### src/shared/dfp_pkg.sv
// Constants, rate tables and mode type for the digital system interface port.
// Assumes a 250 MHz core clock; every bit clock half period is derived from it.
package dfp_pkg;

   // ************************************************************
   // Clock and frame figures
   // ************************************************************
   localparam int unsigned CORE_HZ = 250_000_000;
   localparam int unsigned FRAME_HZ = 8_000;
   localparam int unsigned F256K_HZ = 256_000;
   localparam int unsigned F512K_HZ = 512_000;
   localparam int unsigned F1536K_HZ = 1_536_000;
   localparam int unsigned F2048K_HZ = 2_048_000;
   localparam int unsigned F2560K_HZ = 2_560_000;
   localparam int CNT_W = 10;
   // Half periods round down so the produced clock is never slower than named
   localparam logic [CNT_W-1:0] HALF_256K = CNT_W'(CORE_HZ / (2 * F256K_HZ));
   localparam logic [CNT_W-1:0] HALF_512K = CNT_W'(CORE_HZ / (2 * F512K_HZ));
   localparam logic [CNT_W-1:0] HALF_1536K = CNT_W'(CORE_HZ / (2 * F1536K_HZ));
   localparam logic [CNT_W-1:0] HALF_2048K = CNT_W'(CORE_HZ / (2 * F2048K_HZ));
   localparam logic [CNT_W-1:0] HALF_2560K = CNT_W'(CORE_HZ / (2 * F2560K_HZ));

   // ************************************************************
   // Rate codes, channel layout, reset values
   // ************************************************************
   localparam logic [2:0] RATE_256K = 3'h0;
   localparam logic [2:0] RATE_512K = 3'h1;
   localparam logic [2:0] RATE_1536K = 3'h2;
   localparam logic [2:0] RATE_2048K = 3'h3;
   localparam logic [2:0] RATE_2560K = 3'h4;
   localparam logic [CNT_W-1:0] B_BITS = 10'h010;
   localparam logic [CNT_W-1:0] BD_BITS = 10'h012;
   localparam logic [CNT_W-1:0] GCI_B2_CYC = 10'h010;
   localparam logic [CNT_W-1:0] GCI_B2_END = 10'h011;
   localparam logic [CNT_W-1:0] CYC_IDLE = 10'h3ff;
   localparam logic [CNT_W-1:0] DIV_RST = 10'h000;

   typedef enum logic [1:0] {DFP_TDM_SLAVE, DFP_TDM_MASTER, DFP_GCI_SLAVE, DFP_GCI_MASTER} dfp_mode_t;

   function automatic logic [CNT_W-1:0] dfp_half(input logic [2:0] rate);
      case (rate)
         RATE_512K: dfp_half = HALF_512K;
         RATE_1536K: dfp_half = HALF_1536K;
         RATE_2048K: dfp_half = HALF_2048K;
         RATE_2560K: dfp_half = HALF_2560K;
         default: dfp_half = HALF_256K;
      endcase
   endfunction

   function automatic logic [CNT_W-1:0] dfp_frame_len(input logic [2:0] rate);
      case (rate)
         RATE_512K: dfp_frame_len = CNT_W'(F512K_HZ / FRAME_HZ);
         RATE_1536K: dfp_frame_len = CNT_W'(F1536K_HZ / FRAME_HZ);
         RATE_2048K: dfp_frame_len = CNT_W'(F2048K_HZ / FRAME_HZ);
         RATE_2560K: dfp_frame_len = CNT_W'(F2560K_HZ / FRAME_HZ);
         default: dfp_frame_len = CNT_W'(F256K_HZ / FRAME_HZ);
      endcase
   endfunction

   // Bit clock cycle to data bit index; in GCI each bit spans two cycles
   function automatic logic [CNT_W-1:0] dfp_bit_idx(input logic [CNT_W-1:0] cyc, input logic gci);
      dfp_bit_idx = gci ? {1'b0, cyc[CNT_W-1:1]} : cyc;
   endfunction

endpackage

### src/hw/dfp_port.sv
// Serial frame port: B and D channel bits between backplane pins and channel words.
// Assumes pin inputs are asynchronous to i_core_clk and a bit clock far below it.
`timescale 1ns/1ps
module dfp_port
   import dfp_pkg::*;
(
   // Clock and reset
   input wire logic i_core_clk,
   input wire logic i_rst_n,
   // Straps
   input wire logic i_format_select_pin,
   input wire logic i_clock_direction_select,
   input wire logic i_gci_clk_select,
   // Configuration
   input wire logic i_tdm_master,
   input wire logic [2:0] i_bclk_rate_sel,
   input wire logic i_d_route_en,
   input wire logic i_lt_mode,
   // Bit clock pin
   input wire logic i_bclk,
   output logic o_bclk,
   output logic o_bclk_oe,
   // Frame sync pins
   input wire logic i_tx_frame_sync,
   output logic o_tx_frame_sync,
   output logic o_tx_frame_sync_oe,
   input wire logic i_rx_frame_sync,
   output logic o_rx_frame_sync,
   output logic o_rx_frame_sync_oe,
   // Serial data pins
   input wire logic i_serial_tx_in,
   output logic o_serial_rx_out,
   output logic o_serial_rx_out_oe,
   // Channel words toward the line
   output logic [7:0] o_tx_b1,
   output logic [7:0] o_tx_b2,
   output logic [1:0] o_tx_d,
   output logic o_tx_strobe,
   // Channel words from the line
   input wire logic [7:0] i_rx_b1,
   input wire logic [7:0] i_rx_b2,
   input wire logic [1:0] i_rx_d,
   // Status
   output logic o_nt_mode,
   output logic o_gci_mode,
   output logic o_master
);

   // ************************************************************
   // Pin synchronisers
   // ************************************************************
   localparam int NSYNC = 7;
   logic [NSYNC-1:0] pin_s1_q, pin_s2_q;
   logic bclk_s, txfs_s, rxfs_s, txin_s, fmt_s, cds_s, cls_s;

   always_ff @(posedge i_core_clk or negedge i_rst_n)
   begin
      if (!i_rst_n)
      begin
         pin_s1_q <= '0;
         pin_s2_q <= '0;
      end
      else
      begin
         pin_s1_q <= {i_bclk, i_tx_frame_sync, i_rx_frame_sync, i_serial_tx_in,
                      i_format_select_pin, i_clock_direction_select, i_gci_clk_select};
         pin_s2_q <= pin_s1_q;
      end
   end
   assign {bclk_s, txfs_s, rxfs_s, txin_s, fmt_s, cds_s, cls_s} = pin_s2_q;

   // ************************************************************
   // Mode decode
   // ************************************************************
   dfp_mode_t mode;
   logic gci, master, d_route;
   logic [2:0] rate;
   logic [CNT_W-1:0] half, frame_len, last_bit, slot_end;

   always_comb
   begin
      mode = fmt_s ? (i_tdm_master ? DFP_TDM_MASTER : DFP_TDM_SLAVE) :
                     (cds_s ? DFP_GCI_MASTER : DFP_GCI_SLAVE);
      gci = 1'b0;
      master = 1'b0;
      rate = i_bclk_rate_sel;
      case (mode)
         DFP_TDM_MASTER: master = 1'b1;
         DFP_GCI_SLAVE: gci = 1'b1;
         DFP_GCI_MASTER:
         begin
            gci = 1'b1;
            master = 1'b1;
            rate = cls_s ? RATE_1536K : RATE_512K;
         end
         default: master = 1'b0;
      endcase
      d_route = i_d_route_en;
      half = dfp_half(rate);
      frame_len = dfp_frame_len(rate);
      last_bit = d_route ? BD_BITS : B_BITS;
      // Slot length in bit clock cycles; a GCI bit spans two
      slot_end = gci ? {last_bit[CNT_W-2:0], 1'b0} : last_bit;
   end

   // Role is forced to network termination only by a GCI master strap
   assign o_nt_mode = (gci && master) ? 1'b1 : !i_lt_mode;
   assign o_gci_mode = gci;
   assign o_master = master;
   assign o_bclk_oe = master;
   assign o_tx_frame_sync_oe = master;
   assign o_rx_frame_sync_oe = master;

   // ************************************************************
   // Framing and data state
   // ************************************************************
   logic [CNT_W-1:0] div_q, div_d, tx_cyc_q, tx_cyc_d, rx_cyc_q, rx_cyc_d;
   logic bclk_q, bclk_d, bclk_prev_q, txfs_prev_q, txfs_prev_d, rxfs_prev_q, rxfs_prev_d;
   logic txfs_o_q, txfs_o_d, rxfs_o_q, rxfs_o_d, rxo_q, rxo_d, rxoe_q, rxoe_d;
   logic strobe_q, strobe_d, rise, fall, tx_start, rx_start, div_wrap;
   logic [17:0] tx_sr_q, tx_sr_d, rx_word_q, rx_word_d, rx_now, tx_word_q, tx_word_d;
   logic [CNT_W-1:0] tx_idx, rx_idx_d;

   always_comb
   begin
      div_wrap = (div_q >= half - 10'h001);
      div_d = div_wrap ? DIV_RST : div_q + 10'h001;
      bclk_d = div_wrap ? !bclk_q : bclk_q;
      rise = master ? (div_wrap && !bclk_q) : (bclk_s && !bclk_prev_q);
      fall = master ? (div_wrap && bclk_q) : (!bclk_s && bclk_prev_q);
      // Frame sync inputs are looked at only on bit clock rises
      tx_start = rise && txfs_s && !txfs_prev_q;
      rx_start = rise && (gci ? tx_start : (rxfs_s && !rxfs_prev_q));
      txfs_prev_d = rise ? txfs_s : txfs_prev_q;
      rxfs_prev_d = rise ? rxfs_s : rxfs_prev_q;
      tx_cyc_d = tx_cyc_q;
      rx_cyc_d = rx_cyc_q;
      txfs_o_d = txfs_o_q;
      rxfs_o_d = rxfs_o_q;
      if (rise && master)
      begin
         // Wrap on or past the end so a count left by another mode or rate restarts at once
         tx_cyc_d = (tx_cyc_q >= frame_len - 10'h001) ? 10'h000 : tx_cyc_q + 10'h001;
         rx_cyc_d = tx_cyc_d;
         txfs_o_d = (tx_cyc_d == 10'h000);
         // GCI marks B2 on the second sync; TDM uses one slot for both ways
         rxfs_o_d = gci ? (tx_cyc_d == GCI_B2_CYC || tx_cyc_d == GCI_B2_END)
                        : (tx_cyc_d == 10'h000);
      end
      else if (rise)
      begin
         // Slave counters go idle past the slot, so a format or D routing change between
         // frames cannot reopen the slot without a fresh sync
         tx_cyc_d = (tx_cyc_q >= slot_end) ? CYC_IDLE : tx_cyc_q + 10'h001;
         tx_cyc_d = tx_start ? 10'h000 : tx_cyc_d;
         rx_cyc_d = (rx_cyc_q >= slot_end) ? CYC_IDLE : rx_cyc_q + 10'h001;
         rx_cyc_d = rx_start ? 10'h000 : rx_cyc_d;
      end
      // Receive side drives on rises from the word latched at slot start
      rx_now = {i_rx_b1, i_rx_b2, i_rx_d};
      rx_word_d = (rise && rx_cyc_d == 10'h000) ? rx_now : rx_word_q;
      rx_idx_d = dfp_bit_idx(rx_cyc_d, gci);
      rxo_d = rxo_q;
      rxoe_d = rxoe_q;
      if (rise)
      begin
         rxoe_d = (rx_idx_d < last_bit);
         rxo_d = (rx_idx_d < last_bit) ? rx_word_d[5'(10'h011 - rx_idx_d)] : 1'b1;
      end
      // Transmit side samples on falls, on the second cycle of a GCI bit
      tx_idx = dfp_bit_idx(tx_cyc_q, gci);
      tx_sr_d = tx_sr_q;
      tx_word_d = tx_word_q;
      strobe_d = 1'b0;
      if (fall && tx_idx < last_bit && (!gci || tx_cyc_q[0]))
      begin
         tx_sr_d = {tx_sr_q[16:0], txin_s};
         if (tx_idx == last_bit - 10'h001)
         begin
            strobe_d = 1'b1;
            tx_word_d = d_route ? tx_sr_d : {tx_sr_d[15:0], 2'h0};
         end
      end
   end

   always_ff @(posedge i_core_clk or negedge i_rst_n)
   begin
      if (!i_rst_n)
      begin
         div_q <= DIV_RST;
         tx_cyc_q <= CYC_IDLE;
         rx_cyc_q <= CYC_IDLE;
         bclk_q <= 1'b0;
         bclk_prev_q <= 1'b0;
         txfs_prev_q <= 1'b0;
         rxfs_prev_q <= 1'b0;
         txfs_o_q <= 1'b0;
         rxfs_o_q <= 1'b0;
         rxo_q <= 1'b1;
         rxoe_q <= 1'b0;
         strobe_q <= 1'b0;
         tx_sr_q <= '0;
         rx_word_q <= '0;
         tx_word_q <= '0;
      end
      else
      begin
         div_q <= div_d;
         tx_cyc_q <= tx_cyc_d;
         rx_cyc_q <= rx_cyc_d;
         bclk_q <= bclk_d;
         bclk_prev_q <= bclk_s;
         txfs_prev_q <= txfs_prev_d;
         rxfs_prev_q <= rxfs_prev_d;
         txfs_o_q <= txfs_o_d;
         rxfs_o_q <= rxfs_o_d;
         rxo_q <= rxo_d;
         rxoe_q <= rxoe_d;
         strobe_q <= strobe_d;
         tx_sr_q <= tx_sr_d;
         rx_word_q <= rx_word_d;
         tx_word_q <= tx_word_d;
      end
   end

   assign o_bclk = bclk_q;
   assign o_tx_frame_sync = txfs_o_q;
   assign o_rx_frame_sync = rxfs_o_q;
   assign o_serial_rx_out = rxo_q;
   assign o_serial_rx_out_oe = rxoe_q;
   assign {o_tx_b1, o_tx_b2, o_tx_d} = tx_word_q;
   assign o_tx_strobe = strobe_q;
endmodule

### config.mk
export PLATFORM = sky130hd
export DESIGN_NAME = dfp_port
export DESIGN_NICKNAME = d
export VERILOG_FILES = /design/src/shared/dfp_pkg.sv /design/src/hw/dfp_port.sv
export SDC_FILE = /design/constraint.sdc
export NUM_CORES = 1
export LEC_CHECK = 0
export ABC_AREA = 0
export BUFFER_PORTS_ARGS = -buffer_cell sky130_fd_sc_hd__buf_2
export CAP_MARGIN = 0
export CORE_AREA = 8 8 132 134
export DETAILED_ROUTE_END_ITERATION = 7
export DIE_AREA = 0 0 140 142
export PLACE_DENSITY = 0.56
export RECOVER_POWER = 50
export REMOVE_ABC_BUFFERS = 1
export SKIP_CTS_REPAIR_TIMING = 1
export SLEW_MARGIN = 30
export SYNTH_ARGS = -nofsm -noshare
export SYNTH_HDL_FRONTEND = slang
export SYNTH_SLANG_ARGS = --single-unit
### constraint.sdc
create_clock -name i_core_clk -period 4.2 [get_ports i_core_clk]
set_input_delay 0.42 -clock i_core_clk [delete_from_list [all_inputs] [get_ports i_core_clk]]
set_output_delay 0.42 -clock i_core_clk [all_outputs]
set_load 0.02 [all_outputs]
### Yosys cells after proc, flatten, opt, wreduce, memory -nomap -nowiden

Index checks and enable logic that the tools add are counted.

* register bits: 106
* bits of input ports: 33
* output and inout port bits: 30
* logic and storage cells: 104

* add/sub/neg operators: 7
* magnitude comparators: 7
* equal/unequal tests: 10
* multiplexer cells: 35
* reductions and logical operators: 28

Operator list (count)
* $mux W10: 12
* $pmux W9 S4: 2
* $mux W18: 2
* $add A10 B1 Y10 const B: 3
* $eq A10 B5 Y1 const B: 2
* $ge A10 B10 Y1: 2
* $ge A10 B6 Y1: 2
* $logic_not A10 Y1: 2
* $lt A10 B5 Y1: 2
* $sub A10 B1 Y10 const B: 2
* $logic_and A1 B1 Y1: 13
* $mux W1: 13
* $eq A10 B10 Y1: 1
* $logic_not A1 Y1: 7
* $eq A3 B2 Y1 const B: 2
* $lt A5 B6 Y1 const B: 1
* $mux W2: 3
* $mux W6: 1
* $sub A5 B1 Y6 const B: 1
* $bmux W1 S5: 1
* $sub A5 B5 Y5 const A: 1
* $eq A2 B2 Y1 const B: 2
* $reduce_or A2 Y1: 2
* $eq A3 B1 Y1 const B: 1
* other kinds (6): 7

### Depth between registers and ports, before layout

Gate-level depths: netlist of run 1.

* depth after elaboration: 23
* gate-level depth with buffers: 24
* depth with buffers taken out: 21

### Worst setup path after synthesis of run 1

OpenSTA, ideal clock, no wires.

* kind: reg2reg
* start point: register pin_s2_q[2]
* end point: register rxo_q (netlist: o_serial_rx_out)
* setup time: 0.096 ns
* data arrival time: 4.386 ns
* data required time: 4.104 ns
* setup slack: -0.282 ns
* cell stages (with the launch flop): 23
* buffers on the path: 3
* period minus slack after synthesis: 4.482 ns
* cell sequence: dfrtp_1 > buf_2 > buf_1 > nor2b_1 > nand2_1 > o21ai_0 > nor2b_1 > ha_1 > xnor2_1 > ha_1 > a41oi_1 > nor3b_4 > o31ai_4 > nor2_4 > a221o_1 > mux2i_1 > buf_4 > ha_1 > nand2b_1 > mux2i_1 > a21o_1 > a311oi_1 > o32ai_1

* cells in the longest elaborated chain, start to end: 22
* elaborated cells between the ends (all ways): 42

Ends and longest elaborated chain
* from (decl): line dfp_port.sv:53 `logic [NSYNC-1:0] pin_s1_q, pin_s2_q;`
* from (signal assigned): line dfp_port.sv:67 `pin_s2_q <= pin_s1_q;`
* $mux W2 *: line dfp_port.sv:82 `mode = fmt_s ? (i_tdm_master ? DFP_TDM_MASTER : DFP_TDM_SLAVE) :`
* $eq A2 B2 Y1: line dfp_port.sv:87 `case (mode)`
* $mux W3: line dfp_port.sv:87
* $eq A3 B3 Y1 (tied with other cells): line dfp_pkg.sv:41, dfp_pkg.sv:51
* $pmux W9 S4: line dfp_pkg.sv:41 `case (rate)`
* $sub A10 B1 Y10: line dfp_port.sv:126 `div_wrap = (div_q >= half - 10'h001);`
* $ge A10 B10 Y1: line dfp_port.sv:126
* $logic_and A1 B1 Y1: line dfp_port.sv:129 `rise = master ? (div_wrap && !bclk_q) : (bclk_s && !bclk_prev_q);`
* [3 not listed]
* $mux W1: line dfp_port.sv:133 `rx_start = rise && (gci ? tx_start : (rxfs_s && !rxfs_prev_q));`
* $logic_and A1 B1 Y1: line dfp_port.sv:133
* $mux W10: line dfp_port.sv:157 `rx_cyc_d = rx_start ? 10'h000 : rx_cyc_d;`
* $mux W10: line dfp_port.sv:150 `else if (rise)`
* $mux W10 *: line dfp_port.sv:140 `if (rise && master)`
* net rx_cyc_d[2]: line dfp_port.sv:117 `logic [CNT_W-1:0] div_q, div_d, tx_cyc_q, tx_cyc_d, rx_cyc_q, rx_cyc_d;`
* branches (longest 5 deep; another with $sub A5 B5 Y5)
* $mux W1 *: line dfp_port.sv:168 `rxo_d = (rx_idx_d < last_bit) ? rx_word_d[5'(10'h011 - rx_idx_d)] : 1'b1;`
* to (signal assigned): line dfp_port.sv:217 `rxo_q <= rxo_d;`
* to (decl): line dfp_port.sv:119 `logic txfs_o_q, txfs_o_d, rxfs_o_q, rxfs_o_d, rxo_q, rxo_d, rxoe_q, rxoe_d;`

Mark *: on every way through the listed nets, which the timed path passes. The select of a mux whose other input is x is not followed.
A chain may end at the register's enable or synchronous reset.

### Worst setup path after layout of run 1

Same ends and word-level chain as after synthesis.

==> summary.txt, run 1 <==
Run status
  – Status: finished with violations
  – Failing checks: capacitance limit, slew limit

Clocking
  – CTS Buf Count: 9
  – Clock-pin slew on the worst setup and hold paths: 0.08 ns
  – Htree depth: 3
  – Max Root-Sink Buffers: 2
  – CTS Sinks: about 110
  – CTS tree: yes
  – Clk root buf: clkbuf_16
  – Worst-Skew Late Latency: 0.36 ns

STA
  – Slew Limit Fails: 81
  – Final worst slack: approximately 0.13 ns
  – RSZ-0062 raised after global routing: yes
  – Worst slew margin: -32.1%
  – Period Utilization, post-route: 97.0%
  – Final setup vio count: 0
  – Setup_tns: 0 ns
  – Min cycle time layout: between 4 and 5 ns
  – Hold slack: 0.160 ns
  – Worst-Margin Slew: approximately 2.0 ns
  – F_max: 0.245 GHz
  – Clock Skew: between 0.008 and 0.009 ns
  – Final hold vios: 0

Global route
  – GRT Util Overall: around 15%
  – Largest net degree at the start of global routing: 81
  – Vias in the first global route: 4762
  – Global-route wire length before repair: 23900 µm
  – Antenna violations before repair: 0
  – Gr ovfl total: 0

Finish
  – Number of diodes: 0
  – Most common cell after layout, fill and taps aside: dfrtp_1
  – Nets: ~740
  – Seq. cell area: between 2000 and 3000 µm²
  – FILL cells: ~1400
  – Design area: ~7200 µm²
  – Area of the multi-input gates: 3200 µm²
  – Layout cells sized above 1: 33.2%
  – Most frequent cells in the layout: dfrtp_1, buf_2, nor2_1, a21oi_1, buf_4
  – Synth-to-layout area growth: 20.7%

Worst setup path
  – Worst setup SP type: flop
  – R2r startpoint: pin_s2_q[2]
  – Max stage delay on crit path: 0.43 ns
  – CP required: roughly 4.5 ns
  – Register-to-register setup slack: 0.13 ns
  – Slowest CP cell: dfrtp_2
  – CP max FO: 5
  – Crit-path cells: inv_2 -> nand2_4 -> nand2_2 -> o21ai_2 -> nor2b_2 -> ha_2 -> xnor2_2 -> ha_1 -> nand3_2 -> a211oi_1 -> buf_4 -> o31ai_4 -> buf_6 -> nor2_4 -> a221o_1 -> mux2i_2 -> ha_1 -> nand2b_4 -> mux2i_2 -> a21o_1 -> a311oi_2 -> o32ai_2
  – WS Path Type: reg -> reg
  – FF-to-FF path depth: 22
  – Worst setup EP type: flop
  – Reg-to-reg endpoint: o_serial_rx_out
  – CP Data Arrival Time: about 4.3 ns

Drt
  – DR pass1 iterations: 4
  – Routed vias: roughly 4600
  – Routed WL: 14200 µm
  – DRC viols: 0
  – Vias per cell: around 5.3
  – Antenna-violating nets left: 0
  – WL/cell: 16.2 µm
  – 1st-iter DRT viols: around 240

Yosys
  – Post-synth top area share: a little over a third
  – Synth async-reset ratio: 100%
  – Distinct cells, synth: 70
  – Mapped Cells: 585
  – Register bit total from synthesis: approximately 110
  – Cell accounting for the most synthesized area: dfrtp_1
  – Register area share after synthesis: between 40% and 50%
  – Number of synthesized flops with an enable pin: 0
  – Synth Cell Area: 5980 µm²
  – Yosys Warn Count: 0
  – Top FF cell, synth: dfrtp_1
  – Synth area leaders: dfrtp_1, dfstp_2, mux2_2
  – Post-Syn Area per Cell: between 10 and 15 µm²

Floorplanning
  – # rows: 46
  – Die span in x: roughly 140 µm
  – Die Ht: between 100 and 150 µm
  – Core area: about 15000 µm²
  – Die ar.: between 15000 and 20000 µm²
  – Ports: 63
  – Initial core utilization: between 30% and 40%

Placement
  – Final HPWL DP: approximately 10000 µm
  – Pre-CTS setup slack: -0.256 ns
  – PortBufs: between 60 and 70
  – Placer Congestion: roughly 0.86
  – Placed inst area: just under 7000 µm²

Flow run
  – Max-Cap Viols: 2

Hold path
  – WHS Endpoint: pin_s1_q[3]
  – Worst Hold Class: in -> reg
  – Hold path depth: 1
  – Hold Crit Start: i_serial_tx_in

Pwr
  – Pwr dens: 543 nW/µm²
  – Clk network pwr share: between 20% and 30%
  – Comb pwr share: 38.3%
  – Seq pwr share: around 40%
  – Total power: ~3.9 mW
  – Switch share: between 30% and 40%
  – Leak Pwr: approximately 3.4 nW
  – Int Pwr: approximately 2.4 mW
  – Max IR drop VDD: between 0.2 and 0.25 mV
  – Psw: between 1.5 and 2 mW
-- power by group through the flow --
| stage | Clock (mW) | Combinational, mW | Sequential (mW) |
|---|---|---|---|
| floorplan | 0 | 0.976 | 1.49 |
| finish | 0.867 | 1.50 | 1.55 |
| detailed placement | 0 | 1.40 | 1.56 |
| global placement | 0 | 1.35 | 1.55 |
| global route | 0.927 | 1.69 | 1.59 |
| CTS | 0.895 | 1.40 | 1.54 |
-- cells in the mapped netlist (2+ instances only) --
| cell type | number |
|---|---|
| a221o_1 | 2 |
| o211ai_1 | 11 |
| nor3_1 | 4 |
| a21oi_1 | 46 |
| a41oi_1 | 2 |
| nor3b_1 | 3 |
| nand3b_1 | 2 |
| nand3_1 | 24 |
| nand2b_1 | 8 |
| a22o_1 | 3 |
| a211oi_1 | 7 |
| buf_1 | 3 |
| a21o_1 | 6 |
| buf_2 | 10 |
| and2_1 | 2 |
| or2_2 | 2 |
| nand4_1 | 4 |
| dfstp_2 | 21 |
| mux2i_1 | 27 |
| ha_1 | 29 |
| clkbuf_1 | 11 |
| nor2_1 | 55 |
| dfrtp_1 | 85 |
| nand2_1 | 46 |
| o21a_1 | 3 |
| buf_4 | 4 |
| inv_1 | 21 |
| a311oi_1 | 2 |
| a31oi_1 | 5 |
| xor2_1 | 13 |
| mux2_2 | 36 |
| nor2b_1 | 8 |
| and3_1 | 5 |
| xnor2_1 | 14 |
| inv_2 | 2 |
| a211o_1 | 2 |
| o21ai_1 | 2 |
| o22ai_1 | 3 |
| o21ai_0 | 20 |
| buf_6 | 2 |
-- stage by stage --
| stage | util (%) | std cells |
|---|---|---|
| CTS | 45.7 | 870 |
| finish | 46.8 | 876 |
| global route | 46.8 | 876 |
| detailed placement | 43.7 | 854 |
| global placement | 43.7 | 854 |
| floorplan | - | 556 |
-- kinds of logic (layout without fill, tap and decap cells) --
family | after synthesis | after routing | share of synthesized area [%]
muxes | 64 | 64 | 11.5
adders and majority gates | 29 | 29 | 6.06
other | 1 | 2 | 0.0627
DFF | 106 | 106 | 44.8
and+or+nand+nor | 176 | 176 | 14.7
buffers and inverters | 53 | 151 | 4.04
AOI/OAI and AO/OA | 129 | 129 | 14.9
xor gates and xnor gates | 27 | 27 | 3.95
-- flip-flops by register name, indices dropped and copies added (netlist names) --
register	count
bclk_prev_q	1
txfs_prev_q	1
o_tx_frame_sync	1
o_tx_strobe	1
o_rx_frame_sync	1
pin_s2_q	7
div_q	10
tx_word_q	18
tx_sr_q	17
rx_word_q	18
tx_cyc_q	10
rx_cyc_q	10
pin_s1_q	7
o_serial_rx_out	1
o_serial_rx_out_oe	1
rxfs_prev_q	1
o_bclk	1
-- worst max path at each step --
stage	slack (ns)	endpoint	cells after the start	from
2_1_floorplan	-0.96	tx_word_q[0]	16	pin_s2_q[2]
3_3_place_gp	-0.04	o_serial_rx_out	21	i_bclk_rate_sel[2]
3_5_place_dp	-0.26	o_serial_rx_out	21	i_bclk_rate_sel[2]
4_1_cts	-0.23	o_serial_rx_out	21	pin_s2_q[2]
5_1_grt	-0.09	o_serial_rx_out	22	pin_s2_q[2]
6_report	0.13	o_serial_rx_out	22	pin_s2_q[2]
-- critical path: cells and delay by family, from the launching register on --
kind	cells	cell delay [ns]
compound gates	7	1.35
xor+xnor	1	0.13
fa+ha+maj	3	0.82
buf+inv	3	0.38
flops	1	0.43
mux	2	0.37
simple gates	6	0.51
-- final cells by class --
class / count / area share [%]
clock buffers: 9 / 3.12
clock inverters: 7 / 1.11
repair buffers: 112 / 9.89
inverters: 23 / 1.20
flip-flops and latches: 106 / 37.1
well taps: 192 / 3.33
multi-input cells: 427 / 44.3
-- per-layer routing --
metal  up-vias  share of wire (%)  GRT usage (%)
li1       2255                  -              -
met1      2243                 46           19.2
met2        93                 48           23.6
met3        23                4.7           3.12
met4         0                1.8           5.77
met5         -                  0              0
(Power assumes the default switching activity.)
==> inputs of run 2 (changes only) <==
Settings changed: PLACE_DENSITY 0.56 to 0.6.
Clock period 4.2 ns to 4 ns, I/O delays scaled along.
==> run 2 against run 1 <==
Net effect:
- the run still ends with capacitance limit, slew limit left
- via count increased by 1.4%
- critical endpoint unchanged
- first-iteration DRC count rose by 22%
- combinational power grew 13%
- sequential share of layout area decreased by 1.0 points
==> summary.txt, run 2 (synthesis results as in run 1) <==
Floorplanning
  – Die span in x: 140 µm (unchanged)
  – Die ar.: 19900 µm² (unchanged)
  – Initial core utilization: 38.8% (unchanged)
  – # rows: 46 (unchanged)
  – Core area: 15400 µm² (unchanged)
  – Die Ht: 142 µm (unchanged)
  – Ports: 63 (unchanged)

Pwr
  – Pwr dens: 566 nW/µm² (+4.3%)
  – Total power: 4.20 mW (+7.2%)
  – Max IR drop VDD: 0.257 mV (+23%)
  – Leak Pwr: 3.43 nW (+0.23%)

Clocking
  – CTS tree: yes
  – Worst-Skew Late Latency: 0.35 ns (about the same)
  – CTS Sinks: 106 (unchanged)
  – Htree depth: 3 (unchanged)
  – Clock-pin slew on the worst setup and hold paths: 0.08 ns (about the same)
  – Clk root buf: clkbuf_16
  – Max Root-Sink Buffers: 2 (unchanged)
  – CTS Buf Count: 9 (unchanged)

STA
  – Final hold vios: 0 (unchanged)
  – Period Utilization, post-route: 99.3% (+2.3 points)
  – Setup_tns: 0 ns (unchanged)
  – Final worst slack: 0.0285 ns (-0.0967 ns)
  – Min cycle time layout: 3.97 ns (-0.103 ns)
  – Slew Limit Fails: 49 (-40%)
  – Worst slew margin: -61.8% (-30 points)
  – Final setup vio count: 0 (unchanged)
  – F_max: 0.252 GHz (+2.6%)
  – Clock Skew: 0.00977 ns (+0.00139 ns)
  – RSZ-0062 raised after global routing: yes
  – Worst-Margin Slew: 2.43 ns (+0.444 ns)

Placement
  – Placer Congestion: 0.853 (-1.0%)
  – Final HPWL DP: 10400 µm (+0.18%)
  – Placed inst area: 6810 µm² (+1.0%)
  – PortBufs: 62 (unchanged)
  – Pre-CTS setup slack: -0.453 ns (-0.197 ns)

Finish
  – Nets: 760 (+2.6%)
  – Top flop regs: rx_word_q (18), tx_word_q (18), tx_sr_q (17)
  – Most common cell after layout, fill and taps aside: dfrtp_1
  – Most frequent cells in the layout: dfrtp_1, buf_4, nor2_1, nand2_1, a21oi_1
  – Design area: 7430 µm² (+2.8%)
  – Number of diodes: 0 (unchanged)
  – Synth-to-layout area growth: 24.1%
  – Layout cells sized above 1: 32.4% (-0.75 points)
  – Seq. cell area: 2680 µm² (unchanged)
  – Area of the multi-input gates: 3280 µm² (+2.7%)
  – FILL cells: 1423 (+0.14%)

Drt
  – Antenna-violating nets left: 0 (unchanged)
  – Routed WL: 14200 µm (about the same)
  – Vias per cell: 5.23 (-0.74%)
  – WL/cell: 15.9 µm (-2.2%)
  – DR pass1 iterations: 4 (unchanged)
  – Routed vias: 4679 (+1.4%)
  – DRC viols: 0 (unchanged)
  – 1st-iter DRT viols: 296 (+22%)

Worst setup path
  – Worst setup SP type: flop
  – Worst setup EP type: flop
  – WS Path Type: reg -> reg
  – CP max FO: 7 (+2)
  – Crit-path cells: inv_2 -> nand2_4 -> buf_6 -> nor2_4 -> a31oi_2 -> ha_2 -> xnor2_2 -> ha_1 -> a41oi_2 -> inv_1 -> a211oi_1 -> buf_4 -> or2_4 -> a21o_1 -> a211oi_4 -> nand4_4 -> buf_4 -> buf_4 -> a211oi_2 -> a21oi_1 -> a41oi_2 -> o32ai_2
  – Register-to-register setup slack: 0.03 ns (-0.10 ns)
  – Slowest CP cell: dfrtp_2
  – CP Data Arrival Time: 4.24 ns (-0.09 ns)
  – Worst Path Buf+Inv: 6 (+3)
  – Crit path depth: 22 (unchanged)
  – Critical Path End: o_serial_rx_out
  – R2r startpoint: pin_s2_q[2]
  – Reg-to-reg endpoint: o_serial_rx_out
  – Critical path startpoint: pin_s2_q[2]
  – FF-to-FF path depth: 22 (unchanged)
  – Critical path's most frequent cell: buf_4
  – Max stage delay on crit path: 0.46 ns (+0.03 ns)
  – CP required: 4.27 ns (-0.19 ns)
  – Family with the most delay on the worst path: compound AO/OA/AOI/OAI gates

Flow run
  – Max-Cap Viols: 1 (-1)

Global route
  – GRT Util Overall: 14.4% (-0.37 points)
  – Vias in the first global route: 4903 (+3.0%)
  – Gr ovfl total: 0 (unchanged)
  – Antenna violations before repair: 0 (unchanged)
  – Largest net degree at the start of global routing: 51 (-37%)
  – Global-route wire length before repair: 23100 µm (-3.1%)

Run status
  – Status: finished with violations
  – Failing checks: capacitance limit, slew limit

Hold path
  – Hold Crit Start: i_serial_tx_in
  – Worst Hold Class: in -> reg
## run 2: cell count changes in the layout (fill, tap and decap cells not counted), sizes merged
cell	previous run	this run
clkinvlp	1	0
nand4	5	6
dlygate4sd3	0	1
clkinv	1	0
clkbuf	11	37
buf	110	103
## run 2: area by class of cell
class / instances / area share (%)
repair buffers: 130 / 11.2
multi-input cells: 428 / 44.2
clock inverters: 5 / 0.657
flip-flops and latches: 106 / 36.1
inverters: 23 / 1.16
clock buffers: 11 / 3.40
well taps: 192 / 3.24
## run 2: how the worst min path moves through the flow
| stage | end | slack (ns) | cells after the start |
|---|---|---|---|
| 5_1_grt | pin_s1_q[3] | 0.13 | 1 |
| 3_3_place_gp | rx_word_q[17] | 0.24 | 1 |
| 6_report | pin_s1_q[3] | 0.15 | 1 |
| 2_1_floorplan | bclk_prev_q | 0.10 | 0 |
| 4_1_cts | rx_word_q[12] | -0.14 | 1 |
| 3_5_place_dp | rx_word_q[2] | 0.24 | 1 |
## run 2: routing by layer
metal,vias up,track usage [%],wire (µm)
met4,0,4.86,199
met1,2308,17.5,6470
met5,-,0,0
li1,2293,-,-
met2,65,24.4,7010
met3,13,3.62,534
## run 2: report_power, final
part           total [mW]  switching (mW)  internal [mW]
Clock               0.904           0.431          0.473
Sequential           1.61           0.274           1.33
Combinational        1.69           0.895          0.795
Total                4.20            1.60           2.60
## run 2: per-stage QoR
step                instances  hold WS (ns)  util [%]
global placement          863         0.241      44.1
CTS                       879        -0.141      46.1
global route              895         0.129      48.1
finish                    895         0.149      48.1
floorplan                 556         0.104         -
detailed placement        863         0.241      44.1
